File: config.mk
export PLATFORM = sky130hd
export DESIGN_NAME = voice_cmd_decoder
export DESIGN_NICKNAME = d
export VERILOG_FILES = /design/src/voice_cmd_decoder.v
export VERILOG_INCLUDE_DIRS = /design/src /design/src/src
export SDC_FILE = /design/constraint.sdc
export NUM_CORES = 1
export LEC_CHECK = 0
export ABC_AREA = 0
export BUFFER_PORTS_ARGS = -buffer_cell sky130_fd_sc_hd__buf_2
export CAP_MARGIN = 10
export CORE_MARGIN = 5
export CORE_UTILIZATION = 40
export DETAILED_ROUTE_END_ITERATION = 12
export GPL_ROUTABILITY_DRIVEN = 0
export GPL_TIMING_DRIVEN = 0
export PLACE_DENSITY = 0.56
export SLEW_MARGIN = 25
export SYNTH_ARGS = -nofsm -noshare
export SYNTH_HDL_FRONTEND = slang
export SYNTH_SLANG_ARGS = --single-unit
File: constraint.sdc
create_clock -name SYS_CLK -period 3.73 [get_ports SYS_CLK]
set_clock_uncertainty 0.15 [all_clocks]
set_input_delay 0.5595 -clock SYS_CLK [delete_from_list [all_inputs] [get_ports SYS_CLK]]
set_output_delay 0.5595 -clock SYS_CLK [all_outputs]
set_load 0.02 [all_outputs]
File: src/cmd_decoder_defs.vh
`ifndef CMD_DECODER_DEFS_VH
`define CMD_DECODER_DEFS_VH

// ----------------------------------------
// Clock and timing
// ----------------------------------------
`define CLK_MHZ          100
`define WAKE_DELAY_US    25000
`define ROW_TIME_US      200000
`define CUE_SPEEDUP      25'h0000640
`define WAKE_COUNT       22'h2625A0
`define ROW_COUNT        25'h1312D00

// ----------------------------------------
// Frame layout
// ----------------------------------------
`define FRAME_BITS       5'h18
`define ADDR_LSB         0
`define C0_POS           16
`define C1_POS           17
`define C2_POS           18
`define C3_POS           19
`define C4_POS           20
`define OUT_OVF_POS      0
`define OUT_EOM_POS      1
`define OUT_PTR_LSB      2

// ----------------------------------------
// Memory geometry and reset values
// ----------------------------------------
`define LAST_ROW         16'h095F
`define PTR_RESET        16'h0000

// ----------------------------------------
// Decoded commands
// ----------------------------------------
`define CMD_NONE         4'h0
`define CMD_WAKE         4'h1
`define CMD_LISTEN_GIVEN 4'h2
`define CMD_LISTEN_CUR   4'h3
`define CMD_CAPT_GIVEN   4'h4
`define CMD_CAPT_CUR     4'h5
`define CMD_CUE_GIVEN    4'h6
`define CMD_CUE_SKIP     4'h7
`define CMD_HALT         4'h8
`define CMD_SLEEP        4'h9

`endif

File: src/voice_cmd_decoder.v
`timescale 1ns/10ps
`include "cmd_decoder_defs.vh"

module voice_cmd_decoder #(
   parameter [21:0] WAKE_CYCLES = `WAKE_COUNT,
   parameter [24:0] ROW_CYCLES  = `ROW_COUNT
) (
   // Clock and reset
   input  wire        SYS_CLK,
   input  wire        RST,
   // Serial link from the host
   input  wire        SCLK,
   input  wire        SS_N,
   input  wire        MOSI,
   output wire        MISO_O,
   output wire        MISO_OE,
   // Interrupt, open drain
   output wire        INT_O,
   output wire        INT_OE,
   // Array side
   input  wire        ROW_MARK,
   output wire        ROW_TICK,
   output wire [15:0] ROW_PTR,
   // Operation status
   output wire        POWERED,
   output wire        READY,
   output wire        PLAYING,
   output wire        RECORDING,
   output wire        CUEING
);

   // ----------------------------------------
   // Local constants
   // ----------------------------------------
   localparam [1:0]  ST_IDLE = 2'h0;
   localparam [1:0]  ST_PLAY = 2'h1;
   localparam [1:0]  ST_REC  = 2'h2;
   localparam [1:0]  ST_CUE  = 2'h3;
   // Row time must stay at or above the speed-up, or CUE_CYCLES is zero and cue rows wrap to the full counter length
   localparam [24:0] CUE_CYCLES = ROW_CYCLES / `CUE_SPEEDUP;

   // ----------------------------------------
   // Command decode
   // ----------------------------------------
   function [3:0] decode_cmd;
      input [4:0] c;
      reg   [4:0] p;
      begin
         p = {c[0], c[1], c[2], c[3], c[4]};
         casez (p)
            5'b?10?0: decode_cmd = `CMD_SLEEP;
            5'b011?0: decode_cmd = `CMD_HALT;
            5'b00100: decode_cmd = `CMD_WAKE;
            5'b00111: decode_cmd = `CMD_LISTEN_GIVEN;
            5'b01111: decode_cmd = `CMD_LISTEN_CUR;
            5'b00101: decode_cmd = `CMD_CAPT_GIVEN;
            5'b01101: decode_cmd = `CMD_CAPT_CUR;
            5'b10111: decode_cmd = `CMD_CUE_GIVEN;
            5'b11111: decode_cmd = `CMD_CUE_SKIP;
            default:  decode_cmd = `CMD_NONE;
         endcase
      end
   endfunction

   // ----------------------------------------
   // Registers
   // ----------------------------------------
   reg        sclk_s1_r, sclk_s2_r, sclk_s3_r;
   reg        ss_s1_r, ss_s2_r, ss_s3_r;
   reg        mosi_s1_r, mosi_s2_r;
   reg [23:0] in_sh_r, in_sh_nxt;
   reg [17:0] out_sh_r, out_sh_nxt;
   reg [4:0]  bit_cnt_r, bit_cnt_nxt;
   reg        miso_r, miso_nxt;
   reg        miso_oe_r, miso_oe_nxt;
   reg        int_r, int_nxt;
   reg        ovf_r, ovf_nxt;
   reg        eom_r, eom_nxt;
   reg [1:0]  state_r, state_nxt;
   reg [15:0] ptr_r, ptr_nxt;
   reg        repeat_r, repeat_nxt;
   reg [24:0] row_cnt_r, row_cnt_nxt;
   reg        tick_r, tick_nxt;
   reg        powered_r, powered_nxt;
   reg [21:0] wake_cnt_r, wake_cnt_nxt;
   reg        ready_r, ready_nxt;
   reg        playing_r;
   reg        recording_r;
   reg        cueing_r;

   // ----------------------------------------
   // Edge detection on synchronised pins
   // ----------------------------------------
   wire       sclk_rise = sclk_s2_r & ~sclk_s3_r;
   wire       sclk_fall = ~sclk_s2_r & sclk_s3_r;
   wire       ss_fall   = ~ss_s2_r & ss_s3_r;
   wire       ss_rise   = ss_s2_r & ~ss_s3_r;
   wire       in_frame  = ~ss_s2_r;
   wire [3:0] cmd       = decode_cmd(in_sh_r[`C4_POS:`C0_POS]);
   wire       frame_ok  = ss_rise && (bit_cnt_r == `FRAME_BITS);
   wire       row_end   = (state_r != ST_IDLE) && (row_cnt_r == 25'h0000000);
   wire       last_row  = (ptr_r == `LAST_ROW);

   // ----------------------------------------
   // Next-state logic
   // ----------------------------------------
   always @* begin
      in_sh_nxt    = in_sh_r;
      out_sh_nxt   = out_sh_r;
      bit_cnt_nxt  = bit_cnt_r;
      miso_nxt     = miso_r;
      miso_oe_nxt  = in_frame;
      int_nxt      = int_r;
      ovf_nxt      = ovf_r;
      eom_nxt      = eom_r;
      state_nxt    = state_r;
      ptr_nxt      = ptr_r;
      repeat_nxt   = repeat_r;
      row_cnt_nxt  = row_cnt_r;
      tick_nxt     = 1'b0;
      powered_nxt  = powered_r;
      wake_cnt_nxt = wake_cnt_r;
      ready_nxt    = ready_r;

      // Serial shifting
      if (ss_fall) begin
         // Snapshot status, then clear; events in this cycle are set below
         out_sh_nxt  = {ptr_r, eom_r, ovf_r};
         miso_nxt    = ovf_r;
         bit_cnt_nxt = 5'h00;
         int_nxt     = 1'b0;
         ovf_nxt     = 1'b0;
         eom_nxt     = 1'b0;
      end else if (in_frame) begin
         if (sclk_rise) begin
            in_sh_nxt = {mosi_s2_r, in_sh_r[23:1]};
            if (bit_cnt_r != 5'h1F)
               bit_cnt_nxt = bit_cnt_r + 5'h01;
         end
         if (sclk_fall) begin
            out_sh_nxt = {1'b0, out_sh_r[17:1]};
            miso_nxt   = out_sh_r[1];
         end
      end

      // Wake delay
      if (wake_cnt_r != 22'h000000)
         wake_cnt_nxt = wake_cnt_r - 22'h000001;
      // Ready is power plus an expired delay count
      ready_nxt = powered_r && (wake_cnt_r == 22'h000000);

      // Row timing and automatic stops
      if (state_r != ST_IDLE) begin
         if (row_end) begin
            tick_nxt    = 1'b1;
            row_cnt_nxt = (state_r == ST_CUE) ? CUE_CYCLES - 25'h0000001
                                              : ROW_CYCLES - 25'h0000001;
            case (state_r)
               ST_PLAY: begin
                  if (ROW_MARK) begin
                     eom_nxt = 1'b1;
                     int_nxt = 1'b1;
                     state_nxt = ST_IDLE;
                  end else if (last_row) begin
                     ovf_nxt = 1'b1;
                     int_nxt = 1'b1;
                     state_nxt = ST_IDLE;
                  end else if (!repeat_r)
                     ptr_nxt = ptr_r + 16'h0001;
               end
               ST_REC: begin
                  if (last_row) begin
                     ovf_nxt = 1'b1;
                     int_nxt = 1'b1;
                     state_nxt = ST_IDLE;
                  end else if (!repeat_r)
                     ptr_nxt = ptr_r + 16'h0001;
               end
               ST_CUE: begin
                  if (last_row) begin
                     ovf_nxt = 1'b1;
                     int_nxt = 1'b1;
                     state_nxt = ST_IDLE;
                  end else begin
                     ptr_nxt = ptr_r + 16'h0001;
                     if (ROW_MARK) begin
                        eom_nxt = 1'b1;
                        int_nxt = 1'b1;
                        state_nxt = ST_IDLE;
                     end
                  end
               end
               default: state_nxt = ST_IDLE;
            endcase
         end else
            row_cnt_nxt = row_cnt_r - 25'h0000001;
      end

      // Commands act only after select rises on a whole frame
      if (frame_ok) begin
         case (cmd)
            `CMD_WAKE: begin
               powered_nxt  = 1'b1;
               wake_cnt_nxt = WAKE_CYCLES;
               ready_nxt    = 1'b0;
            end
            `CMD_SLEEP: begin
               state_nxt   = ST_IDLE;
               powered_nxt = 1'b0;
               ready_nxt   = 1'b0;
               wake_cnt_nxt = 22'h000000;
            end
            `CMD_HALT: state_nxt = ST_IDLE;
            `CMD_LISTEN_GIVEN, `CMD_LISTEN_CUR,
            `CMD_CAPT_GIVEN, `CMD_CAPT_CUR,
            `CMD_CUE_GIVEN, `CMD_CUE_SKIP: begin
               // Cueing cannot be switched on over a running playback
               if (ready_r && !(in_sh_r[`C0_POS] && state_r == ST_PLAY)) begin
                  if (in_sh_r[`C0_POS])
                     state_nxt = ST_CUE;
                  else if (in_sh_r[`C3_POS])
                     state_nxt = ST_PLAY;
                  else
                     state_nxt = ST_REC;
                  if (!in_sh_r[`C1_POS]) begin
                     ptr_nxt     = in_sh_r[15:`ADDR_LSB];
                     repeat_nxt  = !in_sh_r[`C0_POS];
                     row_cnt_nxt = in_sh_r[`C0_POS] ? CUE_CYCLES - 25'h0000001
                                                    : ROW_CYCLES - 25'h0000001;
                  end else begin
                     repeat_nxt = 1'b0;
                     if (state_r == ST_IDLE)
                        row_cnt_nxt = in_sh_r[`C0_POS] ? CUE_CYCLES - 25'h0000001
                                                       : ROW_CYCLES - 25'h0000001;
                  end
               end
            end
            default: ;
         endcase
      end
   end

   // ----------------------------------------
   // State registers
   // ----------------------------------------
   always @(posedge SYS_CLK) begin
      // Only the second and third stages feed logic, so metastability stays contained
      sclk_s1_r <= SCLK;
      sclk_s2_r <= sclk_s1_r;
      sclk_s3_r <= sclk_s2_r;
      ss_s1_r   <= SS_N;
      ss_s2_r   <= ss_s1_r;
      ss_s3_r   <= ss_s2_r;
      mosi_s1_r <= MOSI;
      mosi_s2_r <= mosi_s1_r;
      if (RST) begin
         in_sh_r    <= 24'h000000;
         out_sh_r   <= 18'h00000;
         bit_cnt_r  <= 5'h00;
         miso_r     <= 1'b0;
         miso_oe_r  <= 1'b0;
         int_r      <= 1'b0;
         ovf_r      <= 1'b0;
         eom_r      <= 1'b0;
         state_r    <= ST_IDLE;
         ptr_r      <= `PTR_RESET;
         repeat_r   <= 1'b0;
         row_cnt_r  <= 25'h0000000;
         tick_r     <= 1'b0;
         powered_r  <= 1'b0;
         wake_cnt_r <= 22'h000000;
         ready_r    <= 1'b0;
         playing_r   <= 1'b0;
         recording_r <= 1'b0;
         cueing_r    <= 1'b0;
      end else begin
         in_sh_r    <= in_sh_nxt;
         out_sh_r   <= out_sh_nxt;
         bit_cnt_r  <= bit_cnt_nxt;
         miso_r     <= miso_nxt;
         miso_oe_r  <= miso_oe_nxt;
         int_r      <= int_nxt;
         ovf_r      <= ovf_nxt;
         eom_r      <= eom_nxt;
         state_r    <= state_nxt;
         ptr_r      <= ptr_nxt;
         repeat_r   <= repeat_nxt;
         row_cnt_r  <= row_cnt_nxt;
         tick_r     <= tick_nxt;
         powered_r  <= powered_nxt;
         wake_cnt_r <= wake_cnt_nxt;
         ready_r    <= ready_nxt;
         // Status decoded from the next state so the pins never glitch
         playing_r   <= (state_nxt == ST_PLAY);
         recording_r <= (state_nxt == ST_REC);
         cueing_r    <= (state_nxt == ST_CUE);
      end
   end

   // ----------------------------------------
   // Outputs
   // ----------------------------------------
   assign MISO_O    = miso_r;
   assign MISO_OE   = miso_oe_r;
   // Open drain: the pin only pulls low, so the enable carries the event
   assign INT_O     = 1'b0;
   assign INT_OE    = int_r;
   assign ROW_TICK  = tick_r;
   assign ROW_PTR   = ptr_r;
   assign POWERED   = powered_r;
   assign READY     = ready_r;
   assign PLAYING   = playing_r;
   assign RECORDING = recording_r;
   assign CUEING    = cueing_r;

endmodule // voice_cmd_decoder

# After elaboration in Yosys (flattened, before gate mapping)

Index checks and enable logic that the tools add are counted.
Widths: inputs -> output; s select.

Bitwise gates (word level): 10
Reductions and logical operators: 25
Multiplexer cells: 67
Add/sub/neg operators: 4
Equality and inequality tests: 28

Operators with widths:

| kind                  | number |
|---|---|
| $mux 25               | 9 |
| $mux 16               | 10 |
| $mux 18               | 3 |
| $pmux 16 s3           | 1 |
| $mux 22               | 2 |
| $pmux 22 s2           | 1 |
| $pmux 4 s9            | 1 |
| $logic_not 25->1      | 1 |
| $sub 25x1->25 const B | 1 |
| $mux 1                | 24 |
| $logic_not 22->1      | 1 |
| $reduce_bool 22->1    | 1 |
| $sub 22x1->22 const B | 1 |
| $eq 4x3->1 const B    | 5 |
| $mux 2                | 10 |
| $add 16x1->16 const B | 1 |
| $eq 16x12->1 const B  | 1 |
| $eq 5x3->1 const B    | 3 |
| $eq 5x5->1 const B    | 3 |
| $eq 5x4->1 const B    | 2 |
| $reduce_or 2->1       | 5 |
| $reduce_and 3->1      | 3 |
| $eq 2x2->1 const B    | 4 |
| $eq 4x2->1 const B    | 2 |
| other kinds (19)      | 39 |

Bits in registers: 132
Logic and storage cells: 161
Input bits: 6

# Logic depth before layout (Yosys ltp)

Depth after elaboration: 11
Mapped depth: 9
Gate-level depth less buffers: 8

# Least setup slack after synthesis

No wires, ideal clock.

Path kind: register -> register
From: register row_cnt_r[8]
To: register row_cnt_r[5]
Buffers on the path: 2
Arrival: 2615 ps
Cell stages (with the launch flop): 9
Setup time: 59 ps
Slack: 906 ps
Clock period less this slack: 2824 ps
Cell sequence: dfxtp_1 > or4_1 > or3_1 > buf_2 > or4b_4 > buf_6 > maj3_2 > a31oi_1 > o211a_1

Cells in the longest elaborated chain, start to end: 9

Ends and longest elaborated chain:

| what                   | RTL line                | source |
|---|---|---|
| from (decl)            | voice_cmd_decoder.v:82  | `reg [24:0] row_cnt_r, row_cnt_nxt;` |
| from (signal assigned) | voice_cmd_decoder.v:288 | `row_cnt_r <= row_cnt_nxt;` |
| $logic_not 25->1 (*)   | voice_cmd_decoder.v:101 | `wire row_end = (state_r != ST_IDLE) && (row_cnt_r == 25'h0000000);` |
| $logic_and 1x1->1 (*)  | voice_cmd_decoder.v:101 |  |
| $mux 25 (*)            | voice_cmd_decoder.v:154 | `if (row_end) begin` |
| $mux 25 (*)            | voice_cmd_decoder.v:153 | `if (state_r != ST_IDLE) begin` |
| $mux 25                | voice_cmd_decoder.v:232 | `if (state_r == ST_IDLE)` |
| $mux 25                | voice_cmd_decoder.v:225 | `` if (!in_sh_r[`C1_POS]) begin `` |
| $mux 25                | voice_cmd_decoder.v:218 | `` if (ready_r && !(in_sh_r[`C0_POS] && state_r == ST_PLAY)) begin `` |
| $mux 25                | voice_cmd_decoder.v:201 | `case (cmd)` |
| $mux 25 (*)            | voice_cmd_decoder.v:200 | `if (frame_ok) begin` |

Mark *: on every way between the ends. The rest lies on a longest branch, timed or not.
A chain may end at the register's enable or synchronous reset.

# Final worst setup path

From: register row_cnt_r[8]
To: register ptr_r[7], in the netlist ROW_PTR[7]

Cells in the longest elaborated chain, start to end: 8

Ends and longest elaborated chain:

| what                  | RTL line                | source |
|---|---|---|
| $logic_not 25->1 (*)  | voice_cmd_decoder.v:101 |  |
| $logic_and 1x1->1 (*) | voice_cmd_decoder.v:101 |  |
| $mux 16 (*)           | voice_cmd_decoder.v:154 |  |
| $mux 16 (*)           | voice_cmd_decoder.v:153 |  |
| $mux 16               | voice_cmd_decoder.v:225 |  |
| $mux 16               | voice_cmd_decoder.v:218 |  |
| $mux 16               | voice_cmd_decoder.v:201 |  |
| $mux 16 (*)           | voice_cmd_decoder.v:200 |  |
| to (signal assigned)  | voice_cmd_decoder.v:266 | `` ptr_r <= `PTR_RESET; `` |
| to (signal assigned)  | voice_cmd_decoder.v:286 | `ptr_r <= ptr_nxt;` |
| to (decl)             | voice_cmd_decoder.v:80  | `reg [15:0] ptr_r, ptr_nxt;` |

Marked as above.

==> impl_metrics.yaml <==
synthesis:
  synthArstFlopShare_pct: 0
  synth.ff_latch_count: 131
  ys_warn_count: 0
  netlist_area_um2: 6560
  synth_seq_area_share_pct: 40.0
  yosysTopAreaCell: "dfxtp_1"
  synth-main-ff-cell: "dfxtp_1"
  synthCells: 837
  synth_edf_count: 0
  yosysUniqueCellTypes: 68
  yosys-top-cells-area: "dfxtp_1, nand2_1, nor2_1, a21oi_1, xor2_1"
  avgSynthCellArea_um2: 7.84
  yosysMostFrequentCell: "dfxtp_1"
  synthesis.nets: 850
  synth_commonest_cells: "dfxtp_1, nand2_1, nor2_1"
  synth_top_area_share_pct: 40.0
sta:
  max_slew_margin_pct: 33.4
  min_period_ns: 3.54
  fin_setup_tns_ns: 0
  slew_viol_final: 0
  hold_viol_final: 0
  worst_slack_ns: 0.186
  rsz0062_at_grt: "no"
  fmax_mhz: 282
  finalSetupViolCount: 0
  fin_crit_sh_pct: 95.0
  tightest_slew_ns: 0.996
worst_setup_path:
  r2r-end: "ROW_PTR[7]"
  reg2reg_slack_ns: 0.19
  worst-path-buf-inv: 2
  worst-path-stages: 8
  required_ns: 3.93
  rr_worst_depth: 8
  critPathMaxFanout: 10
  timing.rr.start: "row_cnt_r[8]"
  path_class: "flop to flop"
  end_kind: "flop"
  critPathLaunch: "row_cnt_r[8]"
  crit_end: "ROW_PTR[7]"
  slowest_stage: "nor4b_2"
  crit_path_start_kind: "flop"
  arrival_ns: 3.75
  path_delay_family: "simple AND/OR/NAND/NOR gates"
  path_cells: "or4_1 > or3_1 > buf_2 > nor4b_2 > buf_2 > nor3_1 > nor3_1 > o31a_1"
  critPathMaxStageDelay_ns: 0.86
global_route:
  grt_pass1_vias: 5942
  grt_pass1_wl_um: 31600
  grt.met1_usage_pct: 28.3
  grt-busiest-layer: "met2"
  gr-usage-met3_pct: 5.76
  grt_max_degree: 17
  globalRoute.totalOverflow: 0
  grt_usage_pct: 20.1
  antenna_found_initial: 0
  use_met2_pct: 29.0
finish:
  layoutNonFillerInstCount: 1115
  area_growth_pct: 15.4
  n_fill_cell: 1677
  antennaDiodeCount: 0
  layout-drive-gt1-share_pct: 8.90
  layout.nets: 899
clock_network:
  cts_made_buffers: 17
  cts.sinks: 131
  worstSkewPairLatency_ns: 0.43
  clkTransAtPathRegs_ns: 0.06
  cts_tree: "yes"
  postCtsSetupRepairBufs: 0
  cts_root_buf: "clkbuf_16"
  htreeDepth: 4
  cts_hold_buffers: 0
  cts_resized: 0
  cts.path.max_buffers: 2
drt:
  wirelength_um: 19000
  drcViolationCount: 0
  firstDrtPassIters: 5
  viasPerCell: 5.63
  ant_nets: 0
  drtIter0Drc: 556
  wire_per_inst_um: 17.0
  vias: 6273
job:
  cap_viol_max_count: 0
die:
  start_util_pct: 41.0
  num_io_pins: 32
  core_region_area_um2: 16000
  die-area_um2: 19100
  fp.dieW_um: 138
  rows: 46
  die_h_um: 138
hold_path:
  hold_path_class: "input pin to flop"
place:
  place_ws_ns: 0.245
  numPortBuffers: 29
  place_inst: 1083
  dpl.hpwl_um: 13600
run_status:
  status: "finished clean"
power_and_ir_drop:
  irDropWorstVdd_mv: 0.407
  leakage_nw: 2.72
  powerDensity_nw_per_um2: 529
## area by class of cell
| class | count | area [um^2] | area share, % |
|---|---|---|---|
| well taps | 216 | 270 | 3.57 |
| multi-input cells | 636 | 3670 | 48.4 |
| flip-flops and latches | 131 | 2620 | 34.6 |
| clock inverters | 14 | 154 | 2.03 |
| clock buffers | 18 | 429 | 5.66 |
| inverters | 15 | 56.3 | 0.743 |
| plain buffers | 55 | 221 | 2.92 |
| repair buffers | 30 | 153 | 2.01 |
## metal layers
layer | routed length (um) | up-vias
met1 | 9080 | 2933
met4 | 578 | 0
li1 | - | 3085
met3 | 1340 | 42
met2 | 7990 | 213
met5 | 0 | -
## worst min-delay path by stage
stage,cells after the start,startpoint,slack (ns),to
floorplan,0,mosi_s1_r,0.16,mosi_s2_r
global placement,0,sclk_s1_r,0.16,sclk_s2_r
detailed placement,0,sclk_s1_r,0.16,sclk_s2_r
CTS,1,MOSI,0.06,mosi_s1_r
global route,1,SCLK,0.07,sclk_s1_r
finish,1,MOSI,0.08,mosi_s1_r
## sequential cells by signal (all words and copies together) (netlist names), 2 cells and up
register and cells:
in_sh_r 24, out_sh_r 18, wake_cnt_r 22, ROW_PTR 16, state_r 2, bit_cnt_r 5
row_cnt_r 25
## through the flow
| stage | utilization [%] | hold slack (ns) | instance area [um^2] | power (mW) |
|---|---|---|---|---|
| global route | 47.3 | 0.0655 | 7580 | 4.26 |
| global placement | 43.6 | 0.161 | 6980 | 2.37 |
| CTS | 47.3 | 0.0630 | 7580 | 4.06 |
| detailed placement | 43.7 | 0.165 | 6990 | 2.38 |
| finish | 47.3 | 0.0837 | 7580 | 4.01 |
| floorplan | - | 0.160 | 6560 | 2.24 |
## cells by family after synthesis
| family | count (synthesis) | synth area share, % |
|---|---|---|
| AOI/OAI and AO/OA | 184 | 18.6 |
| xor gates and xnor gates | 45 | 6.00 |
| adders and majority gates | 8 | 1.51 |
| buffers and inverters | 70 | 4.23 |
| DFF | 131 | 40.0 |
| muxes | 8 | 1.22 |
| other | 1 | 0.0571 |
| and+or+nand+nor | 390 | 28.5 |
## power breakdown
group	switching [mW]	internal (mW)	leakage [nW]
sequential	0.102	1.52	1.06
clock	0.669	0.992	0.272
combinational	0.417	0.309	1.38
## cells in the final DEF, fill, tap and decap left out, drive strengths merged, types with 23 or more instances in the layout
cell	instances
a21oi	56
nand2	127
o21ai	32
xor2	25
clkbuf	68
nor2	107
nor3	35
buf	35
dfxtp	131
nand3	23
(Power assumes the default switching activity.)
